**src/adc_ctrl_defines.svh**
```systemverilog
// Register map, field positions, reset values and timing counts of the converter control block
`ifndef ADC_CTRL_DEFINES_SVH
`define ADC_CTRL_DEFINES_SVH
`define ADDR_INPUT_SEL      8'h00
`define ADDR_CONV_CTRL      8'h04
`define ADDR_DATA_RATE      8'h08
`define ADDR_GPIO           8'h0C
`define ADDR_COMMAND        8'h10
`define ADDR_RESULT         8'h14
`define ADDR_STATUS         8'h18
`define RST_INPUT_SEL       8'h01
`define RST_CONV_CTRL       2'h1
`define RST_DATA_RATE       2'h0
`define RST_GPIO_DIR        4'hF
`define RST_GPIO_VAL        4'h0
`define CMD_RESYNC          8'h01
`define CMD_WAKE            8'h02
`define CMD_STANDBY         8'h03
`define CMD_READ_DATA       8'h04
`define CLKOUT_OFF          2'h0
`define CLKOUT_DIV1         2'h1
`define CLKOUT_DIV2         2'h2
`define CLKOUT_DIV4         2'h3
`define GPIO_DIR_LSB        0
`define GPIO_VAL_LSB        4
`define GPIO_PIN_COUNT      4
`define RESULT_MAX          24'h7FFFFF
`define RESULT_MIN          24'h800000
`define SAMPLE_MAX          26'sh07FFFFF
`define SAMPLE_MIN          -26'sh0800000
`define MASTER_EDGES_30K    256
`define SETTLE_30K          3'h5
`define SETTLE_15K          3'h3
`define SETTLE_7K5          3'h2
`define SETTLE_SLOW         3'h1
`endif

```
**src/adc_ctrl_pkg.sv**
```systemverilog
// Types shared by the converter control block
package adc_ctrl_pkg;
  typedef enum logic [1:0] {
    CONV_STOPPED,
    CONV_SETTLING,
    CONV_RUNNING
  } conv_state_t;
endpackage

```
**src/adc_conversion_control_io.sv**
```systemverilog
// Conversion control, result coding, general-purpose I/O and clock output with APB registers
//
// Function
// - Value 23h routes inputs two and three
// - Ready held high until new result settled
// - Pin low again: ready high until settled
// - Wake from standby starts settled conversion
// - Continuous conversion, ready falls each period once result read
// - Settling periods 5, 3, 2, 1 by rate
// - Result is 24-bit two's complement word
// - Result saturates at 7FFFFFh and 800000h
// - Zero maps to zero, LSB steps exact
// - Each pin follows own direction and value, pin zero only while clock out is off
// - Value bits read actual pin levels
// - Absent pins ignore their control bits
// - Pins stay active in standby, power-down
// - Reset: pins inputs, pin zero clock out
// - Clock out is master, half or quarter
// - Standby leaves the clock output running
//
// The placing of the registers and register access over APB are this design's own decisions.
`timescale 1ns/1ps
`include "adc_ctrl_defines.svh"
module adc_conversion_control_io #(
  parameter int NUM_GPIO     = 4,                  // 2 for the small variant
  parameter int PERIOD_EDGES = `MASTER_EDGES_30K   // Master edges per period at fastest rate
) (
  // APB slave
  input  wire logic               pclk,
  input  wire logic               presetn,
  input  wire logic               psel,
  input  wire logic               penable,
  input  wire logic               pwrite,
  input  wire logic [7:0]         paddr,
  input  wire logic [31:0]        pwdata,
  output logic                    pready,
  output logic [31:0]             prdata,
  output logic                    pslverr,
  // Master clock and control pins
  input  wire logic               master_clk_in,
  input  wire logic               resync_powerdown_pin,
  output logic                    data_ready_n,
  // Analog front end stand-in
  input  wire logic signed [25:0] analog_diff,
  output logic [3:0]              analog_pos_sel,
  output logic [3:0]              analog_neg_sel,
  // General-purpose pins, pin zero doubles as clock out
  input  wire logic [3:0]         gpio_in,
  output logic [3:0]              gpio_out,
  output logic [3:0]              gpio_oe
);

  // Register storage
  logic [7:0]  input_sel_ff;        // Input selection
  logic [1:0]  conv_ctrl_ff;        // Clock-out select field
  logic [1:0]  data_rate_ff;        // 0 fastest .. 3 slowest
  logic [3:0]  gpio_dir_ff;         // 1 = input
  logic [3:0]  gpio_val_ff;         // Output levels
  logic [23:0] result_ff;           // Last coded result
  logic        standby_ff;          // Standby entered by command
  logic        halted_ff;           // Stopped by resync command

  // Synchronisers for outside inputs
  logic [1:0]  mclk_sync_ff;
  logic [1:0]  pdwn_sync_ff;
  logic [3:0]  gpio_s1_ff;
  logic [3:0]  gpio_s2_ff;
  logic signed [25:0] ana_s1_ff;
  logic signed [25:0] ana_s2_ff;
  logic        mclk_prev_ff;        // Reads only the second stage
  logic        pdwn_prev_ff;

  // Conversion engine, ready and bus answer flops
  adc_ctrl_pkg::conv_state_t state_ff;
  logic [15:0] edge_cnt_ff;         // Master edges within current wait
  logic [1:0]  div_ff;              // Clock-out divider
  logic        pready_ff;
  logic [31:0] prdata_ff;
  logic        pslverr_ff;
  logic        data_ready_n_n_ff;

  // Bus strobes, edge detects and wait counts
  logic        access;
  logic        wr_en;
  logic        rd_en;
  logic        mclk_rise;
  logic        pdwn_fall;
  logic        cmd_valid;
  logic [7:0]  cmd;
  logic [15:0] period_edges;
  logic [15:0] settle_edges;
  logic        restart;
  logic        read_result;

  // Settling periods per data rate
  function automatic logic [2:0] settle_periods(input logic [1:0] rate);
    unique case (rate)
      2'h0:    settle_periods = `SETTLE_30K;
      2'h1:    settle_periods = `SETTLE_15K;
      2'h2:    settle_periods = `SETTLE_7K5;
      default: settle_periods = `SETTLE_SLOW;
    endcase
  endfunction

  // Saturate a wide sample into the 24-bit word
  function automatic logic [23:0] clip24(input logic signed [25:0] s);
    if (s >= `SAMPLE_MAX) begin
      clip24 = `RESULT_MAX;
    end else if (s <= `SAMPLE_MIN) begin
      clip24 = `RESULT_MIN;
    end else begin
      clip24 = s[23:0];
    end
  endfunction

  // Address decode, used for reads, writes and the error answer
  function automatic logic mapped(input logic [7:0] a);
    mapped = (a == `ADDR_INPUT_SEL) || (a == `ADDR_CONV_CTRL) || (a == `ADDR_DATA_RATE) ||
             (a == `ADDR_GPIO) || (a == `ADDR_COMMAND) || (a == `ADDR_RESULT) ||
             (a == `ADDR_STATUS);
  endfunction

  // One wait state: answer in the second access cycle
  assign access      = psel & penable & pready_ff;
  assign wr_en       = access & pwrite & mapped(paddr);
  assign rd_en       = access & ~pwrite & mapped(paddr);
  assign cmd_valid   = wr_en && (paddr == `ADDR_COMMAND);
  assign cmd         = pwdata[7:0];
  assign mclk_rise   = mclk_sync_ff[1] & ~mclk_prev_ff;
  assign pdwn_fall   = ~pdwn_sync_ff[1] & pdwn_prev_ff;
  // Longer wait counts scale with the rate: each step halves the data rate
  assign period_edges = 16'(PERIOD_EDGES << data_rate_ff);
  assign settle_edges = 16'(period_edges * settle_periods(data_rate_ff));
  // Resync/input change/wake all restart the filter
  assign restart     = pdwn_fall | (cmd_valid && (cmd == `CMD_WAKE)) |
                       (wr_en && (paddr == `ADDR_INPUT_SEL));
  assign read_result = (cmd_valid && (cmd == `CMD_READ_DATA)) ||
                       (rd_en && (paddr == `ADDR_RESULT));

  // Two-flop synchronisers; nothing reads the first stage
  always_ff @(posedge pclk or negedge presetn) begin
    if (!presetn) begin
      mclk_sync_ff <= 2'h0;
      pdwn_sync_ff <= 2'h0;
      gpio_s1_ff   <= 4'h0;
      gpio_s2_ff   <= 4'h0;
      ana_s1_ff    <= 26'sh0;
      ana_s2_ff    <= 26'sh0;
      mclk_prev_ff <= 1'b0;
      pdwn_prev_ff <= 1'b0;
    end else begin
      mclk_sync_ff <= {mclk_sync_ff[0], master_clk_in};
      pdwn_sync_ff <= {pdwn_sync_ff[0], resync_powerdown_pin};
      gpio_s1_ff   <= gpio_in;
      gpio_s2_ff   <= gpio_s1_ff;
      ana_s1_ff    <= analog_diff;
      ana_s2_ff    <= ana_s1_ff;
      mclk_prev_ff <= mclk_sync_ff[1];
      pdwn_prev_ff <= pdwn_sync_ff[1];
    end
  end

  // Configuration registers
  always_ff @(posedge pclk or negedge presetn) begin
    if (!presetn) begin
      input_sel_ff <= `RST_INPUT_SEL;
      conv_ctrl_ff <= `RST_CONV_CTRL;
      data_rate_ff <= `RST_DATA_RATE;
      gpio_dir_ff  <= `RST_GPIO_DIR;
      gpio_val_ff  <= `RST_GPIO_VAL;
    end else if (wr_en) begin
      unique case (paddr)
        `ADDR_INPUT_SEL: input_sel_ff <= pwdata[7:0];
        `ADDR_CONV_CTRL: conv_ctrl_ff <= pwdata[1:0];
        `ADDR_DATA_RATE: data_rate_ff <= pwdata[1:0];
        `ADDR_GPIO: begin
          gpio_dir_ff <= pwdata[`GPIO_DIR_LSB +: 4];
          gpio_val_ff <= pwdata[`GPIO_VAL_LSB +: 4];
        end
        default: ;                      // Command, result and status hold no settings
      endcase
    end
  end

  // Multiplexer routing from the input select register
  always_ff @(posedge pclk or negedge presetn) begin
    if (!presetn) begin
      analog_pos_sel <= 4'h0;
      analog_neg_sel <= 4'h1;
    end else begin
      analog_pos_sel <= input_sel_ff[7:4];
      analog_neg_sel <= input_sel_ff[3:0];
    end
  end

  // Standby and halt flags from commands; wake clears both
  always_ff @(posedge pclk or negedge presetn) begin
    if (!presetn) begin
      standby_ff <= 1'b0;
      halted_ff  <= 1'b0;
    end else if (cmd_valid) begin
      unique case (cmd)
        `CMD_STANDBY: standby_ff <= 1'b1;
        `CMD_RESYNC:  halted_ff  <= 1'b1;
        `CMD_WAKE: begin
          standby_ff <= 1'b0;
          halted_ff  <= 1'b0;
        end
        default: ;                      // Read command changes no mode
      endcase
    end
  end

  // Conversion sequencer counted in master clock edges
  always_ff @(posedge pclk or negedge presetn) begin
    if (!presetn) begin
      state_ff    <= adc_ctrl_pkg::CONV_SETTLING;
      edge_cnt_ff <= 16'h0;
    end else if (pdwn_sync_ff[1] || standby_ff || halted_ff) begin
      // Filter stopped while pin high, standby or after resync
      state_ff    <= adc_ctrl_pkg::CONV_STOPPED;
      edge_cnt_ff <= 16'h0;
    end else if (restart || state_ff == adc_ctrl_pkg::CONV_STOPPED) begin
      state_ff    <= adc_ctrl_pkg::CONV_SETTLING;
      edge_cnt_ff <= 16'h0;
    end else if (mclk_rise) begin
      unique case (state_ff)
        adc_ctrl_pkg::CONV_SETTLING: begin
          if (edge_cnt_ff == settle_edges - 16'h1) begin
            state_ff    <= adc_ctrl_pkg::CONV_RUNNING;
            edge_cnt_ff <= 16'h0;
          end else begin
            edge_cnt_ff <= edge_cnt_ff + 16'h1;
          end
        end
        default: begin
          // Running: one result each data-ready period
          if (edge_cnt_ff == period_edges - 16'h1) begin
            edge_cnt_ff <= 16'h0;
          end else begin
            edge_cnt_ff <= edge_cnt_ff + 16'h1;
          end
        end
      endcase
    end
  end

  // Completion strobe shared by result and ready
  logic done;
  assign done = mclk_rise && !restart && !pdwn_sync_ff[1] && !standby_ff && !halted_ff &&
                (((state_ff == adc_ctrl_pkg::CONV_SETTLING) &&
                  (edge_cnt_ff == settle_edges - 16'h1)) ||
                 ((state_ff == adc_ctrl_pkg::CONV_RUNNING) &&
                  (edge_cnt_ff == period_edges - 16'h1)));

  // Result capture with saturation; sign carried in two's complement
  always_ff @(posedge pclk or negedge presetn) begin
    if (!presetn) begin
      result_ff <= 24'h0;
    end else if (done) begin
      result_ff <= clip24(ana_s2_ff);
    end
  end

  // Ready falls on completion, rises on restart or once the result is read
  always_ff @(posedge pclk or negedge presetn) begin
    if (!presetn) begin
      data_ready_n_n_ff <= 1'b1;
    end else if (done) begin
      data_ready_n_n_ff <= 1'b0;
    end else if (restart || pdwn_sync_ff[1] || halted_ff || read_result) begin
      data_ready_n_n_ff <= 1'b1;
    end
  end
  assign data_ready_n = data_ready_n_n_ff;

  // Clock-out divider on master edges; standby does not touch it
  always_ff @(posedge pclk or negedge presetn) begin
    if (!presetn) begin
      div_ff <= 2'h0;
    end else if (mclk_rise) begin
      div_ff <= div_ff + 2'h1;
    end
  end

  // Pin drivers, retimed so outputs come from flops; one more pclk of skew
  // on the clock output is the price of that.
  genvar gi;
  generate
    for (gi = 0; gi < `GPIO_PIN_COUNT; gi++) begin : g_pin
      always_ff @(posedge pclk or negedge presetn) begin
        if (!presetn) begin
          gpio_out[gi] <= 1'b0;
          gpio_oe[gi]  <= 1'b0;
        end else if (gi >= NUM_GPIO) begin
          gpio_out[gi] <= 1'b0;
          gpio_oe[gi]  <= 1'b0;
        end else if (gi == 0 && conv_ctrl_ff != `CLKOUT_OFF) begin
          gpio_oe[gi] <= 1'b1;
          unique case (conv_ctrl_ff)
            `CLKOUT_DIV1: gpio_out[gi] <= mclk_sync_ff[1];
            `CLKOUT_DIV2: gpio_out[gi] <= div_ff[0];
            default:      gpio_out[gi] <= div_ff[1];
          endcase
        end else begin
          gpio_out[gi] <= gpio_val_ff[gi];
          gpio_oe[gi]  <= ~gpio_dir_ff[gi];
        end
      end
    end
  endgenerate

  // APB answer: one wait state, error on unmapped address
  always_ff @(posedge pclk or negedge presetn) begin
    if (!presetn) begin
      pready_ff  <= 1'b0;
      prdata_ff  <= 32'h0;
      pslverr_ff <= 1'b0;
    end else begin
      pready_ff  <= psel & penable & ~pready_ff;
      pslverr_ff <= psel & penable & ~pready_ff & ~mapped(paddr);
      prdata_ff  <= 32'h0;
      if (psel && penable && !pready_ff && !pwrite) begin
        unique case (paddr)
          `ADDR_INPUT_SEL: prdata_ff <= {24'h0, input_sel_ff};
          `ADDR_CONV_CTRL: prdata_ff <= {30'h0, conv_ctrl_ff};
          `ADDR_DATA_RATE: prdata_ff <= {30'h0, data_rate_ff};
          // Value bits show the pin itself, whatever the direction
          `ADDR_GPIO:      prdata_ff <= {24'h0, gpio_s2_ff, gpio_dir_ff};
          `ADDR_RESULT:    prdata_ff <= {8'h0, result_ff};
          `ADDR_STATUS:    prdata_ff <= {27'h0, state_ff, halted_ff, standby_ff, data_ready_n_n_ff};
          default:         prdata_ff <= 32'h0;
        endcase
      end
    end
  end
  assign pready  = pready_ff;
  assign prdata  = prdata_ff;
  assign pslverr = pslverr_ff;

endmodule

```
**config.mk**
```make
export PLATFORM = sky130hd
export DESIGN_NAME = adc_conversion_control_io
export DESIGN_NICKNAME = d
export VERILOG_FILES = /design/src/adc_ctrl_pkg.sv /design/src/adc_conversion_control_io.sv
export VERILOG_INCLUDE_DIRS = /design/src
export SDC_FILE = /design/constraint.sdc
export NUM_CORES = 1
export LEC_CHECK = 0
export ABC_AREA = 1
export BUFFER_PORTS_ARGS = -buffer_cell sky130_fd_sc_hd__clkbuf_2
export CORE_MARGIN = 2
export CORE_UTILIZATION = 50
export CTS_CLUSTER_SIZE = 10
export DETAILED_ROUTE_END_ITERATION = 12
export GPL_TIMING_DRIVEN = 0
export PLACE_DENSITY_LB_ADDON = 0.05
export SETUP_SLACK_MARGIN = 0.2
export SLEW_MARGIN = 10
export SYNTH_ARGS = -nofsm -noshare
export SYNTH_HDL_FRONTEND = slang
export SYNTH_SLANG_ARGS = --single-unit
export TNS_END_PERCENT = 50
```
**constraint.sdc**
```tcl
create_clock -name pclk -period 2.7 [get_ports pclk]
set_input_delay 0.54 -clock pclk [delete_from_list [all_inputs] [get_ports pclk]]
set_output_delay 0.54 -clock pclk [all_outputs]
set_load 0.05 [all_outputs]
```
# ---- After elaboration in Yosys (flattened, before gate mapping)
# Cells that the tools add are included.
dict set report totals {
  reg_bits 183
  input_bits 77
  output_inout_bits 51
  elab_cells 155
}
dict set report op_classes {
  addsub 4
  n_mul 1
  magnitude_cmp 2
  n_eq_ne 18
  shift 1
  mux 23
  n_bitwise 21
  reduce_logical 52
}
# cell count
set ops {}
lappend ops {{one-hot mux 24 bit (6 select lines)} 1}
lappend ops {{two-way mux 16 bit} 6}
lappend ops {{two-way mux 24 bit} 3}
lappend ops {{equality test 16 bit} 2}
lappend ops {{subtractor 16 x 1 -> 16 bit, second input constant} 2}
lappend ops {{greater-or-equal comparator 26 x 24 -> 1 bit, second input constant} 1}
lappend ops {{<= comparator 26 x 24 -> 1 bit, second input constant} 1}
lappend ops {{equality test 8 x 5 -> 1 bit, second input constant} 3}
lappend ops {{adder 16 x 1 -> 16 bit, second input constant} 1}
lappend ops {{equality test 8 x 2 -> 1 bit, second input constant} 2}
lappend ops {{equality test 8 x 3 -> 1 bit, second input constant} 2}
lappend ops {{equality test 8 x 4 -> 1 bit, second input constant} 2}
lappend ops {{multiplier 16 x 3 -> 16 bit} 1}
lappend ops {{<< shifter 9 x 2 -> 16 bit, first input constant} 1}
lappend ops {{logical AND 1 bit} 15}
lappend ops {{logical OR 1 bit} 14}
lappend ops {{AND reduction 2 bit} 6}
lappend ops {{bitwise AND 1 bit} 10}
lappend ops {{two-way mux 2 bit} 5}
lappend ops {{NOT 1 bit} 9}
lappend ops {{one-hot mux 3 bit (3 select lines)} 1}
lappend ops {{nonzero test 3 bit} 3}
lappend ops {{equality test 8 x 1 -> 1 bit, second input constant} 1}
lappend ops {{logical NOT 8 bit} 1}
lappend ops {{other kinds (10)} 29}

# ---- Longest topological paths before layout
# Gate-level depths: netlist of the first run.
dict set report depth {
  depth_word 19
  ltp_mapped 12
  depth_no_buf 11
}

# ---- Least setup slack after synthesis of the first run
# No wires, ideal clock.
dict set report synth_timing {
  kind {register -> register}
  startpoint {register pready_ff, in the netlist pready}
  endpoint {register edge_cnt_ff[14]}
  setup_time_ns 0.120
  t_arrival_ns 1.832
  required_time_ns 2.580
  path_slack_ns 0.748
  path_stages_with_launch 11
  period_less_slack_ns 1.952
  path_cell_list {dfrtp_1 -> nand3_1 -> nor2_1 -> nand2_1 -> nor2_1 -> a21oi_2 -> nand2_8 -> inv_2 -> nand3_4 -> buf_6 -> nor2_2}
}
dict set report synth_via {
  elab_chain_cells 10
}
# item line_no
set synth_lines {}
lappend synth_lines {{from (decl)} adc_conversion_control_io.sv:77} ;# logic pready_ff;
lappend synth_lines {{from (signal assigned)} adc_conversion_control_io.sv:320} ;# pready_ff <= psel & penable & ~pready_ff;
lappend synth_lines {{bitwise AND 1 bit *} adc_conversion_control_io.sv:124} ;# assign access = psel & penable & pready_ff;
lappend synth_lines {{bitwise AND 1 bit * (2 in series)} adc_conversion_control_io.sv:125} ;# assign wr_en = access & pwrite & mapped(paddr);
lappend synth_lines {{logical AND 1 bit} adc_conversion_control_io.sv:127} ;# assign cmd_valid = wr_en && (paddr == `ADDR_COMMAND);
lappend synth_lines {{logical AND 1 bit} adc_conversion_control_io.sv:135} ;# assign restart = pdwn_fall | (cmd_valid && (cmd == `CMD_WAKE)) |
lappend synth_lines {{OR 1 bit} adc_conversion_control_io.sv:135}
lappend synth_lines {{OR 1 bit *} adc_conversion_control_io.sv:135}
lappend synth_lines {{logical OR 1 bit *} adc_conversion_control_io.sv:223} ;# end else if (restart || state_ff == adc_ctrl_pkg::CONV_STOPPED) begin
lappend synth_lines {{two-way mux 16 bit} adc_conversion_control_io.sv:223}
lappend synth_lines {{two-way mux 16 bit} adc_conversion_control_io.sv:219} ;# end else if (pdwn_sync_ff[1] || standby_ff || halted_ff) begin
lappend synth_lines {{to (signal assigned)} adc_conversion_control_io.sv:233} ;# edge_cnt_ff <= edge_cnt_ff + 16'h1;
lappend synth_lines {{to (signal assigned)} adc_conversion_control_io.sv:241} ;# edge_cnt_ff <= edge_cnt_ff + 16'h1;
lappend synth_lines {{to (decl)} adc_conversion_control_io.sv:75} ;# logic [15:0] edge_cnt_ff;
# Every way passes the cells marked *; elsewhere a longest branch is shown, timed or not.
# A chain may end at the register's enable or synchronous reset.

# ---- Final worst setup path of the first run
dict set report layout_timing {
  startpoint {register edge_cnt_ff[0]}
  endpoint {register result_ff[16]}
}
dict set report layout_via {
  elab_chain_cells 4
}
# item line_no
set layout_lines {}
lappend layout_lines {{equality test 16 bit (on tied branches)} {adc_conversion_control_io.sv:252, adc_conversion_control_io.sv:254}}
lappend layout_lines {{logical AND 1 bit (on tied branches)} {adc_conversion_control_io.sv:251, adc_conversion_control_io.sv:253}}
lappend layout_lines {{logical OR 1 bit *} adc_conversion_control_io.sv:252} ;# (edge_cnt_ff == settle_edges - 16'h1)) ||
lappend layout_lines {{logical AND 1 bit *} adc_conversion_control_io.sv:250} ;# assign done = mclk_rise && !restart && !pdwn_sync_ff[1] && !standby_ff && !halted_ff &&
lappend layout_lines {{to (signal assigned)} adc_conversion_control_io.sv:261} ;# result_ff <= clip24(ana_s2_ff);
lappend layout_lines {{to (decl)} adc_conversion_control_io.sv:59} ;# logic [23:0] result_ff;
# Marked as above.

==> impl_metrics.yaml, run 1 <==
worst_setup_path:
  cp_num_buf_inv: 2
  r2r-end: "result_ff[16]"
  worst_path_most_repeated_cell: "nand2_2"
  cp-start-kind: "register"
  crit_chain: "ha_1 > inv_1 > nor2_2 > nand2_2 > nor3_2 > nand2_2 > nand2_2 > nand3_4 > buf_6 > o21bai_1 > nand2_1"
  r2r_slack_ns: 0.70
  worstPathMaxFanout: 10
  crit_path_max_incr_delay_ns: 0.40
  critical_path.top_delay_family: "simple AND/OR/NAND/NOR gates"
  r2r-start: "edge_cnt_ff[0]"
  critPathArrivalTime_ns: 2.32
  crit_type: "register to register"
  critPathRequiredTime_ns: 3.01
  r2r_cells: 11
  crit_path_end_kind: "register"
  cp_slowest_cell: "dfrtp_1"
detailed_routing:
  post-route-drc-count: 0
  dr.pass1.iters: 5
  vias: 5131
  viasPerCell: 4.89
  drt_iter0_markers: 328
  avgRoutedWirePerCell_um: 13.3
  ant_nets: 0
  drt-total-wl_um: 14000
sta:
  period_share_pct: 74.1
  finClkSkew_ns: 0.00842
  maxSlewViolCount: 0
  whs_ns: 0.205
  min_period_ns: 2.00
  worst_pin_slew_ns: 0.813
  rsz0062_at_grt: "no"
  slew_headroom_pct: 45.8
  timing.setup.tns_ns: 0
  fmax_mhz: 500
  final_hold_viol_count: 0
  setup_viol: 0
synth:
  synth_top_area_share_pct: 58.0
  seq_area_frac_synth_pct: 61.3
  yosys_warnings: 0
  ys.flop_type: "dfrtp_1"
  syn_inst: 735
  synth-seq-cells: 175
  avgSynthCellArea_um2: 9.74
  synth_largest_area_cell: "dfrtp_1"
  synthTopCellsByArea: "dfrtp_1 58%, nand2_1 8.5%, inv_1 4.9%"
  syn_area_um2: 7160
  ys_types: 42
  async_reset_ff_share_pct: 100
  synth_edf_count: 0
global_routing:
  gr-usage-all-layers_pct: 20.2
  antenna_found_initial: 0
  grt_pass1_wl_um: 23600
  gr-total-overflow: 0
  grt_start_max_net_pins: 109
  grt_pass1_vias: 4920
floorplanning:
  die_area_um2: 15300
  coreArea_um2: 13900
  io_pins: 128
  chipWidth_um: 124
  die_h_um: 124
  start_util_pct: 51.4
  fp-row-count: 43
power:
  swShare_pct: 24.5
  internal_power_uw: 4200
  clock_power_share_pct: 45.4
  comb_power_share_pct: 5.3
  leakage_uw: 0.00427
  power.density_nw_per_um2: 650
  switchingPower_uw: 1360
  finalPower_uw: 5560
  ir_drop_mv: 0.564
  p_seq_share_pct: 49.3
final_layout:
  diodes: 0
  drive_gt1_share_pct: 22.1
  final_area_um2: 8550
  final_util_pct: 61.3
  nets: 938
  area_growth_pct: 19.4
  fill_cells: 1181
clock_tree:
  cts_setup_buffers: 0
  path_clk_slew_ns: 0.07
  hold_buffers: 0
  cts_resized: 0
  cts_tree: "done"
  clock-sinks: 175
  cts_buffers: 17
  root_buffer: "clkbuf_16"
  clock_latency_ns: 0.44
  htree_levels: 4
  cts.path.max_buffers: 2
job:
  drv_cap: 0
place:
  port_buffers: 95
  gp_congestion: 0.933
  placedInstanceArea_um2: 7920
  place_hpwl_um: 10100
status:
  outcome: "finished clean"
worst_hold_path:
  hp-class: "primary input to asynchronous set/reset pin"
-- cells by family after synthesis --
| logic type | Yosys count | share of synthesized area, % |
|---|---|---|
| other cells | 1 | 0.0524 |
| xor+xnor | 9 | 1.10 |
| fa+ha+maj | 4 | 0.699 |
| flops | 175 | 61.3 |
| simple gates | 345 | 22.6 |
| buf+inv | 123 | 7.53 |
| compound gates | 78 | 6.71 |
-- placed cells by master, fill, tap and decap left out, types with 8 or more instances in the layout --
cell type / synthesis / layout
dfrtp_1: 166 / 166
nand2_1: 163 / 163
clkbuf_2: 0 / 94
inv_1: 93 / 93
nor2_1: 50 / 50
nand3_1: 46 / 46
o21ai_0: 30 / 30
nor3_1: 29 / 29
o21bai_1: 23 / 23
nand4_1: 17 / 17
clkbuf_16: 0 / 17
nor2_2: 15 / 15
nand2_2: 9 / 9
buf_4: 9 / 9
dfstp_2: 9 / 9
clkbuf_1: 8 / 8
o22ai_1: 8 / 8
a21oi_1: 8 / 8
xor2_1: 8 / 8
conb_1: 1 / 8
-- worst max-delay path by stage --
stage / cells past startpoint / from / slack, ns / to
3_5_place_dp: 10 / paddr[7] / 0.41 / state_ff[1]
2_1_floorplan: 10 / pready / 0.75 / edge_cnt_ff[14]
4_1_cts: 12 / edge_cnt_ff[0] / 0.72 / result_ff[16]
5_1_grt: 11 / edge_cnt_ff[0] / 0.51 / result_ff[3]
6_report: 11 / edge_cnt_ff[0] / 0.70 / result_ff[16]
3_3_place_gp: 1 / presetn / -1.87 / ana_s1_ff[7]
-- flip-flops by register name (all words and copies together), names as in the netlist, 4 cells and up --
| signal | flops |
|---|---|
| gpio_oe | 4 |
| gpio_val_ff | 4 |
| gpio_dir_ff | 4 |
| analog_pos_sel | 4 |
| ana_s1_ff | 26 |
| gpio_out | 4 |
| edge_cnt_ff | 16 |
| ana_s2_ff | 26 |
| gpio_s1_ff | 4 |
| analog_neg_sel | 4 |
| input_sel_ff | 8 |
| prdata | 24 |
| gpio_s2_ff | 4 |
| result_ff | 24 |
-- per-stage QoR --
stage | setup slack, ns | cells
2_1_floorplan | 0.748 | 742
3_3_place_gp | -1.87 | 1017
3_5_place_dp | 0.414 | 1018
4_1_cts | 0.722 | 1050
5_1_grt | 0.508 | 1050
6_report | 0.699 | 1050
-- synthesized netlist by cell type, types with 8 or more instances --
master and number:
nand4_1 17, nor3_1 29, nand2_1 163, clkbuf_1 8, a21oi_1 8, buf_4 9, nand2_2 9, nor2_1 50
inv_1 93, o22ai_1 8, xor2_1 8, nor2_2 15, o21ai_0 30, dfrtp_1 166, dfstp_2 9, nand3_1 46
o21bai_1 23
-- layer usage --
metal | vias up | track usage, % | share of wire (%)
met5 | - | 0 | 0
met4 | 0 | 6.11 | 1.1
met3 | 18 | 6.09 | 4.5
met2 | 111 | 33.1 | 51
met1 | 2425 | 25.9 | 44
li1 | 2577 | - | -
-- power groups by stage --
| stage | Sequential (µW) | Combinational, µW | Clock (µW) |
|---|---|---|---|
| floorplan | 2810 | 131 | 0 |
| global placement | 2790 | 285 | 0 |
| detailed placement | 2790 | 297 | 0 |
| CTS | 2740 | 302 | 2570 |
| global route | 2750 | 336 | 2720 |
| finish | 2740 | 296 | 2520 |
-- layout make-up --
class                      count  area, µm²  area share (%)
clock buffer                  17        425            4.98
inverter                      96        360            4.22
buffer                        27        179            2.09
sequential                   175       4390            51.4
tap                          180        225            2.64
timing repair buffer          96        512            5.99
multi-input combinational    444       2260            26.4
clock inverter                15        199            2.33
(Power assumes the default switching activity.)
==> inputs of run 2 (changes only) <==
Settings changed: ABC_AREA 1 to 0, CORE_UTILIZATION 50 to 49.
Clock period 2.7 ns to 1.7 ns, I/O delays scaled along.
==> run 2 against run 1 <==
The flow now finishes with violations (negative setup slack). Critical path depth decreased by 3. Non-clock buffer count increased by 35. Clock skew about the same. Worst setup slack got worse by 1.4 ns. Largest power group unchanged. Cell area increased by 3.4%. Power increased by 54%. Sequential power increased by 58%. Clock-buffer cell count increased by 2. Final cell count decreased by 16%.
==> impl_metrics.yaml, run 2 <==
global_routing:
  antenna_found_initial: 0
  gr-total-overflow: 0
  grt_start_max_net_pins: 100
  gr-usage-all-layers_pct: 19.3
  grt_pass1_wl_um: 21400
  grt_pass1_vias: 4341
sta:
  min_period_ns: 2.42
  slew_headroom_pct: 53.8
  period_share_pct: 142
  setup_viol: 44
  fmax_mhz: 413
  final_hold_viol_count: 0
  maxSlewViolCount: 0
  rsz0062_at_grt: "yes"
  worst_pin_slew_ns: 0.693
  finClkSkew_ns: 0.00800
  fin_ws_ns: -0.719
detailed_routing:
  ant_nets: 0
  drt_iter0_markers: 302
  viasPerCell: 5.01
  wl_met3_um: 720
  wl_met2_um: 6530
  post-route-drc-count: 0
  dr.pass1.iters: 4
  highest_layer: "met4"
  wl_met1_um: 6330
  avgRoutedWirePerCell_um: 15.6
  drt-total-wl_um: 13700
  vias: 4405
final_layout:
  nets: 771
  area_growth_pct: 33.0
  final_util_pct: 66.7
  drive_gt1_share_pct: 39.0
  mostFrequentLayoutCell: "dfrtp_1"
  fill_cells: 1008
  final_area_um2: 8840
  diodes: 0
  layout_common_cells: "164 x dfrtp_1, 89 x clkbuf_2, 43 x nor2_1"
  ff_latch_area_um2: 4390
  multi_input_area_um2: 2440
  reg_top3: "ana_s1_ff: 26 flops, ana_s2_ff: 26 flops"
clock_tree:
  clock_latency_ns: 0.42
  clock-sinks: 175
  path_clk_slew_ns: 0.06
  cts.path.max_buffers: 2
  cts_buffers: 17
  cts_tree: "done"
  root_buffer: "clkbuf_16"
  htree_levels: 4
synth:
  synth_top_area_share_pct: 62.5
  ys.flop_type: "dfrtp_1"
  post-synth-top-count-cell: "dfrtp_1"
  avgSynthCellArea_um2: 12.6
  syn_area_um2: 6640
  synthTopCellsByArea: "dfrtp_1 63%, dfstp_2 3.6%, mux2_2 3.4%"
  synth_commonest_cells: "166 x dfrtp_1, 51 x nor2_1, 39 x nand2_1, 24 x inv_1"
  ys_types: 53
  synth_largest_area_cell: "dfrtp_1"
  yosys_warnings: 0
  synth_top_family_by_area: "simple AND/OR/NAND/NOR gates"
  async_reset_ff_share_pct: 100
  synth_compound_area_share_pct: 6.84
  synth_xor_area_share_pct: 2.11
  synth_edf_count: 0
  seq_area_frac_synth_pct: 66.1
  syn_inst: 528
  synthAdderAreaFrac_pct: 0.754
  synth-seq-cells: 175
  synthSimpleGateAreaFrac_pct: 12.8
  synth_mux_area_share_pct: 7.87
worst_setup_path:
  critPathRequiredTime_ns: 2.00
  critPathArrivalTime_ns: 2.72
  crit_type: "primary input to register"
  cp-start-kind: "primary input"
  crit_path_end_kind: "register"
  worstPathMaxFanout: 7
  r2r-start: "data_rate_ff[1]"
  crit_path_start: "paddr[2]"
floorplanning:
  die_area_um2: 14500
  io_pins: 128
  chipWidth_um: 120
  start_util_pct: 50.2
  coreArea_um2: 13200
  die_h_um: 120
  fp-row-count: 42
status:
  violations: "negative setup slack"
  outcome: "finished, violations left"
place:
  placedInstanceArea_um2: 7400
  port_buffers: 93
  gp_congestion: 0.824
  place_hpwl_um: 8840
worst_hold_path:
  holdCritStartpoint: "analog_diff[8]"
  hp-class: "primary input to register"
power:
  power.density_nw_per_um2: 969
  ir_drop_mv: 0.728
  leakage_uw: 0.00414
job:
  drv_cap: 0
-- run 2: cell families (layout without fill, tap and decap cells) --
family | count (synthesis) | count (layout)
other | 1 | 8
muxes | 45 | 45
and+or+nand+nor | 169 | 171
AOI/OAI and AO/OA | 70 | 70
adders and majority gates | 4 | 4
DFF | 175 | 175
buffers and inverters | 48 | 214
xor gates and xnor gates | 16 | 16
-- run 2: path summary, 6_finish.rpt --
| path | end | slack (ns) | cells after the start |
|---|---|---|---|
| min reg2reg | mclk_sync_ff[1] | 0.34 | 0 |
| max reg2reg | result_ff[19] | -0.67 | 8 |
| max | result_ff[19] | -0.72 | 8 |
| max in group asynchronous | pdwn_sync_ff[1] | 0.46 | 3 |
| min in group asynchronous | gpio_out[3] | 0.46 | 2 |
| min | ana_s1_ff[8] | 0.02 | 1 |
-- run 2: worst max-delay path: stages --
cell	delay, ns
buf_12	0.11
or4_4	0.52
or3_4	0.44
or4_4	0.56
nor3b_4	0.18
buf_6	0.14
buf_8	0.13
mux2_4	0.29
-- run 2: through the flow --
| stage | power (µW) | setup slack (ns) | std cells | hold slack (ns) | setup TNS, ns |
|---|---|---|---|---|---|
| 4_1_cts | 8610 | -0.748 | 852 | 0.00250 | -20.81 |
| 3_5_place_dp | 4830 | -1.37 | 805 | 0.335 | -79.57 |
| 3_3_place_gp | 4810 | -2.73 | 804 | 0.332 | -542.37 |
| 2_1_floorplan | 4610 | -0.850 | 535 | 0.0444 | -40.36 |
| 5_1_grt | 8920 | -0.775 | 879 | 0.000723 | -23.66 |
| 6_report | 8560 | -0.719 | 879 | 0.0210 | -20.97 |
-- run 2: area by class of cell --
type / instances / area share, %
plain buffers: 24 / 2.24
clock buffers: 19 / 4.90
clock inverters: 13 / 1.54
inverters: 24 / 1.02
multi-input cells: 314 / 27.6
flip-flops and latches: 175 / 49.7
well taps: 176 / 2.49
repair buffers: 134 / 10.5
-- run 2: report_power, final --
| group | internal, µW | switching, µW |
|---|---|---|
| registers | 4280 | 53.0 |
| clock network | 2170 | 1580 |
| logic | 178 | 306 |
| total | 6620 | 1940 |
-- run 2: routing by layer --
metal	track usage, %	vias up
met5	0	-
met4	6.03	0
met3	5.38	9
met2	29.6	104
met1	27.0	2182
li1	-	2110
-- run 2: timing repair --
action                                  in CTS  in global routing
hold endpoints to repair                    70                  8
endpoints found under the setup margin      92                181
cloned                                       1                  3
pin swaps                                   19                 29
setup buffers                               13                 16
hold buffers                                 1                  8
gates resized for setup                     48                 89
